[src/rtl/ccs_consts.vh]
// Register offsets, field positions, reset values and timing counts
`ifndef CCS_CONSTS_VH
`define CCS_CONSTS_VH
// --------------------------------------------------------------
// Register byte addresses
// --------------------------------------------------------------
`define CCS_ADDR_FLAGS      8'h00
`define CCS_ADDR_ENABLES    8'h04
`define CCS_ADDR_CTRL       8'h08
`define CCS_ADDR_PRESCALER  8'h0c
`define CCS_ADDR_SEGMENTS   8'h10
`define CCS_ADDR_CORE_STAT  8'h14
// --------------------------------------------------------------
// Reset values
// --------------------------------------------------------------
`define CCS_RST_FLAGS       8'h00
`define CCS_RST_ENABLES     8'h00
`define CCS_RST_CTRL        8'h00
`define CCS_RST_PRESCALER   8'h00
`define CCS_RST_SEGMENTS    8'h23
// --------------------------------------------------------------
// Field positions
// --------------------------------------------------------------
`define CCS_F_RX3           7
`define CCS_F_RX2           6
`define CCS_F_RX1           5
`define CCS_F_TX            4
`define CCS_F_SC            3
`define CCS_F_OR            2
`define CCS_F_TE            1
`define CCS_F_ERROR_PENDING          0
`define CCS_E_EXTENDED_STATUS_CHANGE          6
`define CCS_E_RX_IRQ_ENABLE          5
`define CCS_E_TX_IRQ_ENABLE          4
`define CCS_E_STATUS_CHANGE_IRQ_ENABLE          3
`define CCS_E_OVERRUN_IRQ_ENABLE          2
`define CCS_E_TX_ERROR_IRQ_ENABLE          1
`define CCS_E_ETX           0
`define CCS_C_BUS_OFF_STATE          6
`define CCS_C_ERROR_PASSIVE_STATE          5
`define CCS_C_SELF_RECEPTION_ENABLE          4
`define CCS_C_NO_RETRANSMISSION          3
`define CCS_C_FAST_RESYNC          2
`define CCS_C_WAKEUP_PULSE          1
`define CCS_C_RUN           0
// --------------------------------------------------------------
// Resync counts and bit timing
// --------------------------------------------------------------
`define CCS_RECESSIVE_RUN   11
`define CCS_SLOW_SEQUENCES  128
`define CCS_SEG_OVERHEAD    3
`define CCS_TEC_BUSOFF      255
`define CCS_AXI_OKAY        2'b00
`define CCS_AXI_DECERR      2'b11
`endif

[src/rtl/ccs_can_regs.v]
// CAN controller general-purpose control and status register set
//
// The AXI4-Lite register port and the address map were decided locally.
`timescale 1ns/100ps
`include "ccs_consts.vh"

// Overview of operation
// - Receive flag n sets when an error-free message lands in buffer n.
// - Clearing the buffer ready bit also clears its receive flag.
// - Transmit flag sets on completion, or on arbitration won with early transmit.
// - Status flag sets on standby wake, entering passive or bus-off while running, or receive error with extended status enabled.
// - Overrun flag sets when an accepted message finds no free buffer.
// - Transmit-error flag sets on an error during queued transmission.
// - Error-pending bit reads high while status, overrun or tx-error flag is set.
// - Writing zero to a flag bit clears that flag.
// - Interrupt request rises only for events whose enable bit is set.
// - Extended status enable makes every receive error set the status flag.
// - Bus-off bit high while transmit error counter exceeds 255.
// - Error-passive bit high only while node is error passive.
// - Self-reception enable receives own frames; else own frames are discarded.
// - No-retransmission stops retries; otherwise retry until success.
// - Leaving standby waits 128 runs of 11 recessive bits, or 1 run if fast and not bus-off.
// - Wake-up pulse bit drives a dominant pulse when leaving standby.
// - Run bit reads 1 after clearing until standby is really reached.
// - Time quantum is clock period times prescaler plus one.
// - Resync jump limited to jump width plus one quanta.
// - Segment lengths are field plus one; bit time is both fields plus 3.
// - Prescaler and timing registers writable only in standby.
module ccs_can_regs #(
    parameter ADDR_W = 8
) (
    input  wire              clk_sys,
    input  wire              resetn,
    input  wire              clk_en,
    // AXI4-Lite slave
    input  wire [ADDR_W-1:0] s_axi_awaddr,
    input  wire              s_axi_awvalid,
    output reg               s_axi_awready,
    input  wire [31:0]       s_axi_wdata,
    input  wire [3:0]        s_axi_wstrb,
    input  wire              s_axi_wvalid,
    output reg               s_axi_wready,
    output reg  [1:0]        s_axi_bresp,
    output reg               s_axi_bvalid,
    input  wire              s_axi_bready,
    input  wire [ADDR_W-1:0] s_axi_araddr,
    input  wire              s_axi_arvalid,
    output reg               s_axi_arready,
    output reg  [31:0]       s_axi_rdata,
    output reg  [1:0]        s_axi_rresp,
    output reg               s_axi_rvalid,
    input  wire              s_axi_rready,
    // Events from the protocol core, one-cycle pulses, then node state levels
    input  wire [2:0]        rx_stored,
    input  wire [2:0]        buf_ready_cleared,
    input  wire              tx_completed,
    input  wire              tx_arbitration_won,
    input  wire              tx_error,
    input  wire              rx_error,
    input  wire              overrun_event,
    input  wire              standby_dominant,
    input  wire              error_passive_in,
    input  wire              bus_off_in,
    input  wire              transfer_active,
    // Controls to the protocol core
    output reg               irq_request,
    output reg               run_active,
    output reg               standby_state,
    output reg               self_reception_enable,
    output reg               no_retransmission,
    output reg               fast_resync,
    output reg               wakeup_pulse_req,
    output reg  [8:0]        resync_bits_needed,
    output reg  [7:0]        resync_sequences,
    output reg  [6:0]        quantum_divide,
    output reg  [2:0]        jump_width_tq,
    output reg  [4:0]        segment_one_tq,
    output reg  [3:0]        segment_two_tq,
    output reg  [4:0]        bit_time_tq
);

    // --------------------------------------------------------------
    // Registers
    // --------------------------------------------------------------
    reg  [7:1] flags_r;
    reg  [6:0] enables_r;
    reg  [4:0] ctrl_r;          // self_reception_enable no_retransmission fast_resync wakeup_pulse run request
    reg  [7:0] prescaler_r;
    reg  [6:0] segments_r;
    reg        bus_off_r;
    reg        err_passive_r;
    reg        aw_held_r;
    reg        w_held_r;
    reg  [ADDR_W-1:0] awaddr_r;
    reg  [7:0] wdata_r;
    reg        wstrb0_r;

    // Counts cut to the width of the port they drive
    localparam [31:0] RUN_BITS  = `CCS_RECESSIVE_RUN;
    localparam [31:0] SLOW_SEQS = `CCS_SLOW_SEQUENCES;
    localparam [31:0] SEG_OVH   = `CCS_SEG_OVERHEAD;

    wire       error_pending = flags_r[`CCS_F_SC] | flags_r[`CCS_F_OR]
                             | flags_r[`CCS_F_TE];
    wire       wr_go    = aw_held_r & w_held_r & ~s_axi_bvalid & wstrb0_r;
    wire       wr_flags = wr_go & (awaddr_r == `CCS_ADDR_FLAGS);

    // --------------------------------------------------------------
    // Flag set and clear
    // --------------------------------------------------------------
    reg  [7:1] set_v;
    reg  [7:1] clr_v;
    reg        sc_set;
    always @* begin
        sc_set = (standby_state & standby_dominant)
               | (run_active & ((error_passive_in & ~err_passive_r)
               | (bus_off_in & ~bus_off_r)))
               | (enables_r[`CCS_E_EXTENDED_STATUS_CHANGE] & rx_error);
        set_v = {rx_stored[2], rx_stored[1], rx_stored[0],
                 enables_r[`CCS_E_ETX] ? tx_arbitration_won
                                       : tx_completed,
                 sc_set,
                 overrun_event,
                 tx_error};
        clr_v = {buf_ready_cleared[2], buf_ready_cleared[1],
                 buf_ready_cleared[0], 4'h0};
        if (wr_flags) begin
            clr_v = clr_v | ~wdata_r[7:1];
        end
    end

    wire in_standby = ~ctrl_r[0] & ~transfer_active;
    wire [7:0] wd   = wdata_r;

    always @(posedge clk_sys or negedge resetn) begin
        if (!resetn) begin
            flags_r       <= 7'h00;
            enables_r     <= 7'h00;
            ctrl_r        <= 5'h00;
            prescaler_r   <= `CCS_RST_PRESCALER;
            segments_r    <= 7'h23;
            bus_off_r     <= 1'b0;
            err_passive_r <= 1'b0;
        end else if (clk_en) begin
            flags_r       <= (flags_r & ~clr_v) | set_v;          // set wins
            bus_off_r     <= bus_off_in;
            err_passive_r <= error_passive_in;
            if (wr_go && awaddr_r == `CCS_ADDR_ENABLES) begin
                enables_r <= wd[6:0];
            end
            if (wr_go && awaddr_r == `CCS_ADDR_CTRL) begin
                ctrl_r <= {wd[4:1], wd[0]};
            end
            if (wr_go && awaddr_r == `CCS_ADDR_PRESCALER && standby_state) begin
                prescaler_r <= wd;
            end
            if (wr_go && awaddr_r == `CCS_ADDR_SEGMENTS && standby_state) begin
                segments_r <= wd[6:0];
            end
        end
    end

    // --------------------------------------------------------------
    // Core controls
    // --------------------------------------------------------------
    always @(posedge clk_sys or negedge resetn) begin
        if (!resetn) begin
            irq_request           <= 1'b0;
            run_active            <= 1'b0;
            standby_state         <= 1'b1;
            self_reception_enable <= 1'b0;
            no_retransmission     <= 1'b0;
            fast_resync           <= 1'b0;
            wakeup_pulse_req      <= 1'b0;
            resync_bits_needed    <= 9'd11;
            resync_sequences      <= 8'd128;
            quantum_divide        <= 7'd1;
            jump_width_tq         <= 3'd1;
            segment_one_tq        <= 5'd4;
            segment_two_tq        <= 4'd3;
            bit_time_tq           <= 5'd8;
        end else if (clk_en) begin
            irq_request <= (|flags_r[7:5] & enables_r[`CCS_E_RX_IRQ_ENABLE])
                         | (flags_r[`CCS_F_TX] & enables_r[`CCS_E_TX_IRQ_ENABLE])
                         | (flags_r[`CCS_F_SC] & enables_r[`CCS_E_STATUS_CHANGE_IRQ_ENABLE])
                         | (flags_r[`CCS_F_OR] & enables_r[`CCS_E_OVERRUN_IRQ_ENABLE])
                         | (flags_r[`CCS_F_TE] & enables_r[`CCS_E_TX_ERROR_IRQ_ENABLE]);
            // Standby only once the ongoing transfer is over
            if (ctrl_r[0]) begin
                run_active <= 1'b1;
            end else if (!transfer_active) begin
                run_active <= 1'b0;
            end
            standby_state         <= in_standby & ~ctrl_r[0];
            self_reception_enable <= ctrl_r[4];
            no_retransmission     <= ctrl_r[3];
            fast_resync           <= ctrl_r[2];
            wakeup_pulse_req      <= ctrl_r[1] & ctrl_r[0] & standby_state;
            resync_bits_needed    <= RUN_BITS[8:0];
            resync_sequences      <= (ctrl_r[2] & ~bus_off_in) ? 8'd1
                                   : SLOW_SEQS[7:0];
            quantum_divide        <= {1'b0, prescaler_r[5:0]} + 7'd1;
            jump_width_tq         <= {1'b0, prescaler_r[7:6]} + 3'd1;
            segment_one_tq        <= {1'b0, segments_r[3:0]} + 5'd1;
            segment_two_tq        <= {1'b0, segments_r[6:4]} + 4'd1;
            bit_time_tq           <= {1'b0, segments_r[3:0]}
                                   + {2'b00, segments_r[6:4]}
                                   + SEG_OVH[4:0];
        end
    end

    // --------------------------------------------------------------
    // AXI4-Lite write channel
    // --------------------------------------------------------------
    wire wr_hit = (awaddr_r == `CCS_ADDR_FLAGS) | (awaddr_r == `CCS_ADDR_ENABLES)
                | (awaddr_r == `CCS_ADDR_CTRL) | (awaddr_r == `CCS_ADDR_PRESCALER)
                | (awaddr_r == `CCS_ADDR_SEGMENTS)
                | (awaddr_r == `CCS_ADDR_CORE_STAT);

    always @(posedge clk_sys or negedge resetn) begin
        if (!resetn) begin
            s_axi_awready <= 1'b0;
            s_axi_wready  <= 1'b0;
            s_axi_bvalid  <= 1'b0;
            s_axi_bresp   <= 2'b00;
            aw_held_r     <= 1'b0;
            w_held_r      <= 1'b0;
            awaddr_r      <= {ADDR_W{1'b0}};
            wdata_r       <= 8'h00;
            wstrb0_r      <= 1'b0;
        end else if (clk_en) begin
            s_axi_awready <= ~aw_held_r & ~s_axi_awready & ~s_axi_bvalid;
            s_axi_wready  <= ~w_held_r & ~s_axi_wready & ~s_axi_bvalid;
            if (s_axi_awvalid && s_axi_awready) begin
                aw_held_r     <= 1'b1;
                awaddr_r      <= s_axi_awaddr;
                s_axi_awready <= 1'b0;
            end
            if (s_axi_wvalid && s_axi_wready) begin
                w_held_r     <= 1'b1;
                wdata_r      <= s_axi_wdata[7:0];
                wstrb0_r     <= s_axi_wstrb[0];
                s_axi_wready <= 1'b0;
            end
            if (aw_held_r && w_held_r && !s_axi_bvalid) begin
                s_axi_bvalid <= 1'b1;
                s_axi_bresp  <= wr_hit ? `CCS_AXI_OKAY : `CCS_AXI_DECERR;
                aw_held_r    <= 1'b0;
                w_held_r     <= 1'b0;
                wstrb0_r     <= 1'b0;
            end else if (s_axi_bvalid && s_axi_bready) begin
                s_axi_bvalid <= 1'b0;
            end
        end
    end

    // --------------------------------------------------------------
    // AXI4-Lite read channel
    // --------------------------------------------------------------
    reg [7:0] rd_v;
    reg       rd_hit;
    always @* begin
        rd_hit = 1'b1;
        case (s_axi_araddr)
            `CCS_ADDR_FLAGS:     rd_v = {flags_r, error_pending};
            `CCS_ADDR_ENABLES:   rd_v = {1'b0, enables_r};
            `CCS_ADDR_CTRL:      rd_v = {1'b0, bus_off_in,
                                         error_passive_in & ~bus_off_in,
                                         ctrl_r[4:1],
                                         ctrl_r[0] | run_active};
            `CCS_ADDR_PRESCALER: rd_v = prescaler_r;
            `CCS_ADDR_SEGMENTS:  rd_v = {1'b0, segments_r};
            `CCS_ADDR_CORE_STAT: rd_v = {6'h00, transfer_active, standby_state};
            default: begin
                rd_v   = 8'h00;
                rd_hit = 1'b0;
            end
        endcase
    end

    always @(posedge clk_sys or negedge resetn) begin
        if (!resetn) begin
            s_axi_arready <= 1'b0;
            s_axi_rvalid  <= 1'b0;
            s_axi_rdata   <= 32'h0000_0000;
            s_axi_rresp   <= 2'b00;
        end else if (clk_en) begin
            s_axi_arready <= ~s_axi_arready & ~s_axi_rvalid;
            if (s_axi_arvalid && s_axi_arready) begin
                s_axi_arready <= 1'b0;
                s_axi_rvalid  <= 1'b1;
                s_axi_rdata   <= {24'h00_0000, rd_v};
                s_axi_rresp   <= rd_hit ? `CCS_AXI_OKAY : `CCS_AXI_DECERR;
            end else if (s_axi_rvalid && s_axi_rready) begin
                s_axi_rvalid <= 1'b0;
            end
        end
    end

endmodule // ccs_can_regs

[config.mk]
export PLATFORM = sky130hd
export DESIGN_NAME = ccs_can_regs
export DESIGN_NICKNAME = d
export VERILOG_FILES = /design/src/rtl/ccs_can_regs.v
export VERILOG_INCLUDE_DIRS = /design/src /design/src/rtl
export SDC_FILE = /design/constraint.sdc
export NUM_CORES = 1
export LEC_CHECK = 0
export BUFFER_PORTS_ARGS = -buffer_cell sky130_fd_sc_hd__buf_2
export CAP_MARGIN = 20
export CORE_AREA = 5 5 141 143
export DETAILED_ROUTE_END_ITERATION = 10
export DIE_AREA = 0 0 146 148
export GPL_TIMING_DRIVEN = 0
export PLACE_DENSITY = 0.59
export SYNTH_ARGS = -nofsm -noshare
export SYNTH_HDL_FRONTEND = slang
export SYNTH_SLANG_ARGS = --single-unit
[constraint.sdc]
create_clock -name clk_sys -period 2.2 [get_ports clk_sys]
set_input_delay 0.22 -clock clk_sys [delete_from_list [all_inputs] [get_ports clk_sys]]
set_output_delay 0.22 -clock clk_sys [all_outputs]
set_load 0.005 [all_outputs]
# After elaboration in Yosys (flattened, before gate mapping)
# Index checks and enable logic that the tools add are counted.
# totals
elab_cells,164
in_bits,75
register_bits,111
out_inout_bits,89
# classes
n_reduce_logical,35
n_eq_ne,11
add_sub_neg,6
n_bitwise,57
muxes,22
# ops
op,n
8-bit one-hot mux with 6 select lines,1
8-bit by 4-bit == test with 1-bit output (second input constant),4
8-bit by 5-bit == test with 1-bit output (second input constant),4
2-bit AND reduction,13
1-bit bitwise AND,25
1-bit 2-to-1 mux,17
8-bit by 3-bit == test with 1-bit output (second input constant),2
8-bit logical NOT,2
1-bit bitwise OR,15
7-bit NOT,2
7-bit bitwise OR,2
1-bit logical AND,13
1-bit NOT,12
8-bit 2-to-1 mux,1
2-bit nonzero test,4
6-bit by 1-bit adder with 7-bit output (second input constant),1
7-bit bitwise AND,1
7-bit 2-to-1 mux,1
6-bit OR reduction,1
4-bit by 1-bit adder with 5-bit output (second input constant),1
4-bit by 3-bit adder with 5-bit output,1
5-bit by 2-bit adder with 5-bit output (second input constant),1
3-bit by 1-bit adder with 4-bit output (second input constant),1
2-bit 2-to-1 mux,2
other kinds (4),4

# Depth between registers and ports, before layout
# Gate-level depths: netlist of run 1.
# depth
ltp_word,8
ltp_mapped,8
ltp_nobuf,8

# Least setup slack after synthesis of run 1
# OpenSTA, ideal clock, no wires.
# synth_timing
kind,register to register
start,register segments_r[1]
end,register bit_time_tq[3]
required_ps,2118
arrival_time_ps,1827
setup_ps,82
path_buffers,0
setup_slack_ps,290
synth_period_minus_slack_ps,1910
stages_incl_launch_ff,9
cell_sequence,dfstp_2 inv_1 ha_1 inv_1 ha_1 inv_1 fa_1 xnor2_1 mux2_2
# synth_via
elab_chain_cells,2
# synth_lines
item,line,rtl
start: declaration,ccs_can_regs.v:89,reg [6:0] segments_r;
start signal: assignment,ccs_can_regs.v:158,segments_r <= wd[6:0];
4-bit by 3-bit adder with 5-bit output,ccs_can_regs.v:207,"+ {2'b00, segments_r[6:4]}"
5-bit by 2-bit adder with 5-bit output,ccs_can_regs.v:208,+ SEG_OVH[4:0];
end signal: assignment,ccs_can_regs.v:206,"bit_time_tq <= {1'b0, segments_r[3:0]}"
end: declaration,ccs_can_regs.v:79,output reg [4:0] bit_time_tq
# Every way passes these cells.
# A chain may end at the register's enable or synchronous reset.

# Final worst setup path of run 1
# layout_timing
start,register segments_r[5]
end,register bit_time_tq[3]
# Same word-level chain as after synthesis.

==> results of run 1 <==
sequential cells by signal (all words and copies together) (netlist names), 3 cells and up:
name            count
prescaler_r         8
ctrl_r              5
jump_width_tq       3
segment_one_tq      5
segment_two_tq      4
awaddr_r            8
s_axi_rdata         8
quantum_divide      7
flags_r             7
bit_time_tq         5
enables_r           7
wd                  8
segments_r          7
synthesized netlist by cell type (4+ instances only):
cell type                   n
sky130_fd_sc_hd__a31oi_1    4
sky130_fd_sc_hd__or2_2      4
sky130_fd_sc_hd__a22oi_1    6
sky130_fd_sc_hd__nand4_1    5
sky130_fd_sc_hd__mux2_2    54
sky130_fd_sc_hd__nand3_1   12
sky130_fd_sc_hd__a21oi_1   13
sky130_fd_sc_hd__mux2_4     8
sky130_fd_sc_hd__inv_1     20
sky130_fd_sc_hd__clkbuf_1  13
sky130_fd_sc_hd__dfrtp_1   92
sky130_fd_sc_hd__mux2i_1    9
sky130_fd_sc_hd__o211ai_1   4
sky130_fd_sc_hd__dfstp_2   11
sky130_fd_sc_hd__xnor2_1    5
sky130_fd_sc_hd__buf_4     43
sky130_fd_sc_hd__o21ai_0   19
sky130_fd_sc_hd__nor2b_1    5
sky130_fd_sc_hd__nor2_1    17
sky130_fd_sc_hd__ha_1      10
sky130_fd_sc_hd__o31ai_1    6
sky130_fd_sc_hd__nand2_1   34
worst max-delay path by stage:
stage                        endpoint  slack [ns]
detailed placement     s_axi_rdata[2]      -0.005
global route            segments_r[6]        0.05
finish                 bit_time_tq[3]        0.16
CTS                     segments_r[6]        0.08
global placement    quantum_divide[4]       -0.30
floorplan              bit_time_tq[3]        0.29
cells by family after synthesis:
| kind of cell | after synthesis |
|---|---|
| DFF | 103 |
| and+or+nand+nor | 100 |
| buffers and inverters | 78 |
| muxes | 73 |
| AOI/OAI and AO/OA | 65 |
| adders and majority gates | 11 |
| xor gates and xnor gates | 8 |
| other | 2 |
critical path: stages, from the launching register on:
cell and delay (ns):
sky130_fd_sc_hd__dfstp_2 0.62, sky130_fd_sc_hd__inv_1 0.06, sky130_fd_sc_hd__ha_1 0.26, sky130_fd_sc_hd__inv_1 0.06, sky130_fd_sc_hd__ha_1 0.15, sky130_fd_sc_hd__inv_1 0.05
sky130_fd_sc_hd__fa_1 0.37, sky130_fd_sc_hd__xnor2_1 0.13, sky130_fd_sc_hd__mux2_2 0.26
layout make-up:
type / count / area, um2
timing repair buffer: 96 / 510
clock buffer: 11 / 233
multi-input combinational: 296 / 2180
fill: 1869 / 12100
tap: 234 / 293
antenna: 1 / 2.50
buffer: 58 / 388
inverter: 20 / 75.1
clock inverter: 5 / 106
sequential: 103 / 2590
stage by stage:
step                total power [mW]  std cells  setup WS, ns  hold WS [ns]
detailed placement              3.40        806      -0.00540         0.273
CTS                             5.24        823        0.0804        0.0519
global route                    5.47        824        0.0468        0.0612
global placement                3.38        805        -0.297         0.410
finish                          5.18        824         0.165        0.0676
floorplan                       3.00        477         0.290       -0.0756
what timing repair did:
item                       in CTS  in global routing
gates resized for setup         0                  0
setup buffers                   0                  0
setup endpoints to repair       0                  4
hold buffers                    1                  0
hold endpoints to repair       40                  0
cells in the final DEF, fill, tap and decap left out, types with 2 or more instances in the layout:
cell type	n
sky130_fd_sc_hd__buf_2	94
sky130_fd_sc_hd__dfrtp_1	92
sky130_fd_sc_hd__mux2_2	54
sky130_fd_sc_hd__buf_4	44
sky130_fd_sc_hd__conb_1	39
sky130_fd_sc_hd__nand2_1	34
sky130_fd_sc_hd__inv_1	20
sky130_fd_sc_hd__o21ai_0	19
sky130_fd_sc_hd__nor2_1	17
sky130_fd_sc_hd__clkbuf_1	15
sky130_fd_sc_hd__a21oi_1	13
sky130_fd_sc_hd__nand3_1	12
sky130_fd_sc_hd__dfstp_2	11
sky130_fd_sc_hd__ha_1	10
sky130_fd_sc_hd__mux2i_1	9
sky130_fd_sc_hd__clkbuf_16	9
sky130_fd_sc_hd__mux2_4	8
sky130_fd_sc_hd__a22oi_1	6
sky130_fd_sc_hd__o31ai_1	6
sky130_fd_sc_hd__nor2b_1	5
sky130_fd_sc_hd__nand4_1	5
sky130_fd_sc_hd__xnor2_1	5
sky130_fd_sc_hd__a31oi_1	4
sky130_fd_sc_hd__or2_2	4
sky130_fd_sc_hd__o211ai_1	4
sky130_fd_sc_hd__o2bb2ai_1	3
sky130_fd_sc_hd__a21o_1	3
sky130_fd_sc_hd__xor2_1	3
sky130_fd_sc_hd__and3_1	3
sky130_fd_sc_hd__nor3_1	3
sky130_fd_sc_hd__bufinv_16	3
sky130_fd_sc_hd__nor3_2	2
sky130_fd_sc_hd__or3_1	2
sky130_fd_sc_hd__o22a_1	2
sky130_fd_sc_hd__nor4_1	2
sky130_fd_sc_hd__nor4b_1	2
sky130_fd_sc_hd__mux4_2	2
power by group through the flow:
stage | clock (mW) | sequential, mW | combinational (mW)
floorplan | 0 | 2.42 | 0.576
global placement | 0 | 2.53 | 0.851
detailed placement | 0 | 2.54 | 0.870
CTS | 1.86 | 2.50 | 0.873
global route | 1.95 | 2.56 | 0.966
finish | 1.81 | 2.50 | 0.862
metal layers:
metal,vias to the layer above,wire [um]
met5,-,25
met4,4,220
met3,18,1220
met2,151,6260
met1,1756,6080
li1,1757,-
==> results.yml, run 1 <==
outcome:
  outcome: "finished, final reports clean"
clock_network:
  cts.root.buffer_cell: "sky130_fd_sc_hd__clkbuf_16"
  cts_tree: "done"
  numCtsBuffers: 9
  cts-htree-levels: 3
  total_number_of_clock_tree_sinks: 103
  insertion_delay_ns: 0.35
  cts-root-to-sink-buffers: 2
  clk_pin_slew_worst_paths_ns: 0.07
cells_and_area:
  syn2layout_area_growth_pct: 25.2
  finish.net_count: 670
  stdcell_area_mm2: 0.00638
  final_core_utilization_pct: 34.6
  drive_gt1_share_pct: 40.4
power_and_ir_drop:
  vdd_ir_drop_max_mv: 0.518
  power.combinational.fraction_pct: 16.7
  total_switching_power_mw: 1.43
  p_int_mw: 3.75
  share_seq_of_total_power_pct: 48.3
  leakage_power_of_the_design_nw: 3.09
  power.switching_fraction_pct: 27.6
  power_density_mw_per_mm2: 811
  p_clk_share_pct: 35.0
grt:
  globalRouteTotalUtil_pct: 13.2
  gr_layer_usage_met1_pct: 17.1
  grt_pass1_vias: 3669
  grt_use_met2_pct: 20.6
  global_route_wire_length_before_repair_um: 21900
  use_met3_pct: 5.27
  grt_most_used_layer: "met2"
  grt_start_max_net_pins: 61
  grt.overflow.total: 0
  antenna_found_initial: 3
floorplanning:
  coreArea_mm2: 0.0185
  row_count: 50
  dieWidth_um: 146
  die_h_um: 148
  ios: 164
  die_area_mm2: 0.0216
  start_util_pct: 27.6
logic_synthesis:
  number_of_flops_mapped_to_enable_cells_by_yosys: 0
  portion_of_netlist_area_occupied_by_mux_cells_pct: 16.9
  synth_warnings: 0
  synth.lib_cells_used.distinct: 51
  syn_inst: 440
  synth_sequential_area_ratio_pct: 50.9
  ys_async_sr_fraction_pct: 100
  synth-xor-area-share_pct: 1.38
  dominant_combinational_cell_family_by_area_after_synthesis: "multiplexers"
  synth_compound_gate_area_share_pct: 8.15
  synth_flop_cell: "sky130_fd_sc_hd__dfrtp_1"
  ys_ff_latch: 103
  synth_fa_ha_area_share_pct: 2.85
  synth_largest_area_cell: "sky130_fd_sc_hd__dfrtp_1"
  synth_simple_gate_area_share_pct: 10.6
  synth_area_mm2: 0.00509
  synthesis.area_per_instance_um2: 11.6
  post_synth_top_area_share_pct: 45.2
  post_synth_main_area_contributors: "sky130_fd_sc_hd__dfrtp_1 45%, sky130_fd_sc_hd__mux2_2 12%, sky130_fd_sc_hd__buf_4 6.3%, sky130_fd_sc_hd__dfstp_2 5.7%, sky130_fd_sc_hd__nand2_1 2.5%"
routing:
  first_pass_iters: 4
  drt_first_iter_violations: 218
  post_drt_wl_per_cell_um: 16.8
  drcViolationCount: 0
  drtAntennaViolNets: 0
  route.detailed.vias_per_inst: 4.47
  num_vias: 3686
  wirelength_um: 13800
flow_run:
  maxCapViolations: 0
critical_path:
  crit-reg2reg-launch: "segments_r[5]"
  r2r-end: "bit_time_tq[3]"
  worst-setup-path-type: "reg2reg"
  worstSetupEndpointType: "flop"
  critical_path.startpoint_type: "flop"
  critical_path_peak_fanout: 5
  crit_required_ns: 2.48
  arrival_ns: 2.31
  ff2ff_setup_slack_ns: 0.16
  crit_path_start: "segments_r[5]"
  worst_r2r_path_depth: 8
timing:
  drv_slew: 0
  fin_crit_ns: 2.04
  setup_viol_count_final: 0
  worstMarginPinSlew_ns: 1.15
  setup-tns-final_ns: 0
  relSlewSlack_pct: 22.3
  crit_share_post_route_pct: 92.5
  setup_repair_after_global_routing_missed_its_margin: "false"
  achievable-frequency_mhz: 491
  fin_worst_skew_ns: 0.00821
  finalHoldViolations: 0
place:
  detailed_place.area_mm2: 0.00603
  numPortBuffers: 94
  place_hpwl_um: 10800
  gp_congestion: 0.825
hold_path:
  min_to: "standby_state"
  timing.hold.worst.start: "transfer_active"
  holdPathStages: 2
  hold_class: "in2reg"
Note: power is estimated with default switching activity, not from simulation.
==> inputs of run 2 (changes only) <==
--- a/config.mk
+++ b/config.mk
@@ -6,13 +6,15 @@
 export SDC_FILE = /design/constraint.sdc
 export NUM_CORES = 1
 export LEC_CHECK = 0
+export ABC_AREA = 1
 export BUFFER_PORTS_ARGS = -buffer_cell sky130_fd_sc_hd__buf_2
 export CAP_MARGIN = 20
-export CORE_AREA = 5 5 141 143
+export CORE_AREA = 5 5 143 145
 export DETAILED_ROUTE_END_ITERATION = 10
-export DIE_AREA = 0 0 146 148
+export DIE_AREA = 0 0 148 150
 export GPL_TIMING_DRIVEN = 0
-export PLACE_DENSITY = 0.59
+export HOLD_SLACK_MARGIN = 0.12
+export PLACE_DENSITY = 0.52
 export SYNTH_ARGS = -nofsm -noshare
 export SYNTH_HDL_FRONTEND = slang
 export SYNTH_SLANG_ARGS = --single-unit
==> run 2 against run 1 <==
  * Design area up 3.7%
  * Sequential share of layout area down 1.5 points
  * Cell count up 23%
  * Die area up 2.7%
  * Global-route usage up 1.0 points
  * Wire length up 11%
  * Sequential cell count unchanged
  * Non-clock buffer count up 19
  * Utilization up 0.11 points
  * Total power down 2.8%
  * Register-to-register slack better by 0.13 ns
  * Area after synthesis up 2.4%
  * Critical endpoint unchanged
  * Largest cell class unchanged
  * Highest routed layer is now met4
==> results.yml, run 2 <==
outcome:
  outcome: "finished, final reports clean"
routing:
  first_pass_iters: 4
  num_vias: 4301
  drcViolationCount: 0
  route.detailed.vias_per_inst: 4.24
  post_drt_wl_per_cell_um: 15.1
  wirelength_um: 15300
  drt_first_iter_violations: 315
  drtAntennaViolNets: 0
hold_path:
  hold_class: "in2reg"
clock_network:
  cts-resized-gates: 0
  clk_pin_slew_worst_paths_ns: 0.07
  insertion_delay_ns: 0.35
  holdBufCountCts: 18
  numCtsBuffers: 9
  cts_setup_buffers: 0
  cts-htree-levels: 3
  total_number_of_clock_tree_sinks: 103
  cts_tree: "done"
  cts-root-to-sink-buffers: 2
  cts.root.buffer_cell: "sky130_fd_sc_hd__clkbuf_16"
cells_and_area:
  drive_gt1_share_pct: 26.9
  syn2layout_area_growth_pct: 26.8
  commonest_non_fill_non_tap_cells_in_the_layout: "155 x sky130_fd_sc_hd__nand2_1, 101 x sky130_fd_sc_hd__buf_2, 92 x sky130_fd_sc_hd__dfrtp_1"
  stdcell_area_mm2: 0.00662
  finish.net_count: 857
  layout_commonest_cell: "sky130_fd_sc_hd__nand2_1"
  finish.cell_count_without_fillers: 1014
  nFillCells: 2017
  n_antenna_cell: 0
critical_path:
  arrival_ns: 2.19
  worstSetupEndpointType: "flop"
  worst-setup-path-type: "reg2reg"
  critical_path.startpoint_type: "flop"
  crit_required_ns: 2.48
  critical_path_peak_fanout: 5
place:
  detailed_place.area_mm2: 0.00617
  gp_congestion: 0.806
  number_of_placed_cells_counting_well_taps: 980
  numPortBuffers: 96
  place_hpwl_um: 11600
timing:
  crit_share_post_route_pct: 86.7
  worstMarginPinSlew_ns: 0.711
  fin_worst_skew_ns: 0.00562
  setup_viol_count_final: 0
  drv_slew: 0
  setup_repair_after_global_routing_missed_its_margin: "false"
  relSlewSlack_pct: 52.6
  achievable-frequency_mhz: 524
  fin_crit_ns: 1.91
  finalHoldViolations: 0
logic_synthesis:
  synth_largest_area_cell: "sky130_fd_sc_hd__dfrtp_1"
  ys_ff_latch: 103
  syn_inst: 608
  number_of_flops_mapped_to_enable_cells_by_yosys: 0
  synth_flop_cell: "sky130_fd_sc_hd__dfrtp_1"
  synthesis.area_per_instance_um2: 8.58
  synth_sequential_area_ratio_pct: 49.7
  ys_async_sr_fraction_pct: 100
  post_synth_main_area_contributors: "sky130_fd_sc_hd__dfrtp_1 44%, sky130_fd_sc_hd__nand2_1 11%, sky130_fd_sc_hd__buf_4 6.0%, sky130_fd_sc_hd__dfstp_2 5.5%, sky130_fd_sc_hd__nand3_1 4.9%"
  post_synth_top_area_share_pct: 44.1
  synth.lib_cells_used.distinct: 42
  post_synth_most_frequent_cells: "155 x sky130_fd_sc_hd__nand2_1, 92 x sky130_fd_sc_hd__dfrtp_1, 51 x sky130_fd_sc_hd__nand3_1"
  yosysMostFrequentCell: "sky130_fd_sc_hd__nand2_1"
  synth_area_mm2: 0.00522
  synth_warnings: 0
grt:
  grt.overflow.total: 0
  grt_pass1_vias: 4252
  globalRouteTotalUtil_pct: 14.2
  global_route_wire_length_before_repair_um: 24200
  antenna_found_initial: 0
  grt_start_max_net_pins: 55
floorplanning:
  coreArea_mm2: 0.0191
  row_count: 51
  die_h_um: 150
  die_area_mm2: 0.0222
  dieWidth_um: 148
  ios: 164
  start_util_pct: 27.4
power_and_ir_drop:
  power_density_mw_per_mm2: 761
  vdd_ir_drop_max_mv: 0.472
  leakage_power_of_the_design_nw: 3.50
  p_total_mw: 5.03
flow_run:
  maxCapViolations: 0
==> run 2: cell count changes in the layout (fill, tap and decap cells not counted), moves of 7 or more <==
cell                            previous run  this run
sky130_fd_sc_hd__a21oi_1                  13        26
sky130_fd_sc_hd__buf_2                    94       101
sky130_fd_sc_hd__clkbuf_1                 15         8
sky130_fd_sc_hd__dlygate4sd3_1             1        18
sky130_fd_sc_hd__inv_1                    20        50
sky130_fd_sc_hd__mux2_2                   54         6
sky130_fd_sc_hd__mux2_4                    8         0
sky130_fd_sc_hd__mux2i_1                   9         0
sky130_fd_sc_hd__nand2_1                  34       155
sky130_fd_sc_hd__nand3_1                  12        51
sky130_fd_sc_hd__nor2_1                   17        50
sky130_fd_sc_hd__o21ai_0                  19        30
sky130_fd_sc_hd__o21ai_2                   0        13
==> run 2: area by class of cell <==
| cell class | instances | area (um2) | area share [%] |
|---|---|---|---|
| timing repair buffer | 115 | 691 | 10.4 |
| buffer | 58 | 405 | 6.13 |
| tap | 238 | 298 | 4.50 |
| sequential | 103 | 2590 | 39.2 |
| multi-input combinational | 432 | 2170 | 32.7 |
| clock buffer | 12 | 246 | 3.73 |
| inverter | 52 | 195 | 2.95 |
| clock inverter | 4 | 22.5 | 0.340 |
==> run 2: through the flow <==
step	hold WS (ns)	util, %	setup TNS [ns]	setup WS, ns
after floorplan	-0.0756	-	0	0.399
after global placement	0.423	32.2	-35.73	-0.396
after detailed placement	0.329	32.3	0	0.295
after CTS	0.124	34.7	0	0.277
after global routing	0.130	34.7	0	0.152
final	0.125	34.7	0	0.292
==> run 2: path summary, 6_finish.rpt <==
path / from / end / slack (ns) / depth (start not counted)
min: s_axi_wdata[6] / wd[6] / 0.13 / 3
max in group asynchronous: resetn / quantum_divide[0] / 0.96 / 3
min reg2reg: segment_two_tq[1] / segment_two_tq[1] / 0.46 / 2
max: segments_r[5] / bit_time_tq[3] / 0.29 / 8
min in group asynchronous: resetn / s_axi_bvalid / 0.46 / 2
max reg2reg: segments_r[5] / bit_time_tq[3] / 0.29 / 8
==> run 2: critical path, cell delays in order (launching register included) <==
cell and delay (ns):
sky130_fd_sc_hd__dfstp_2 0.60, sky130_fd_sc_hd__inv_1 0.06, sky130_fd_sc_hd__ha_1 0.26, sky130_fd_sc_hd__inv_1 0.05, sky130_fd_sc_hd__ha_1 0.15, sky130_fd_sc_hd__inv_1 0.05, sky130_fd_sc_hd__fa_1 0.37, sky130_fd_sc_hd__xor2_1 0.14
sky130_fd_sc_hd__o21ai_0 0.14
==> run 2: logic make-up (layout without fill, tap and decap cells) <==
logic type / count (synthesis) / in the layout / share of synthesized area, %
multiplexers: 6 / 6 / 1.29
adder cells (fa/ha/maj): 11 / 11 / 2.78
AO/OA/AOI/OAI: 96 / 96 / 11.1
flip-flops: 103 / 103 / 49.7
other: 2 / 39 / 0.144
buffers and inverters: 110 / 241 / 11.5
AND/OR/NAND/NOR: 275 / 275 / 22.6
XOR/XNOR: 5 / 5 / 0.839
==> run 2: power breakdown <==
part           switching (mW)  leakage, nW  internal [mW]
sequential              0.222         1.24           2.19
combinational           0.636         2.13          0.458
clock                   0.731        0.132          0.795
total                    1.59         3.50           3.44
==> run 2: metal layers <==
layer	up-vias	part of all wire, %	GRT usage, %
met5	-	0	0
met4	0	1.9	4.71
met1	1940	48	20.2
met3	17	5.7	3.03
met2	119	45	21.4
li1	2225	-	-
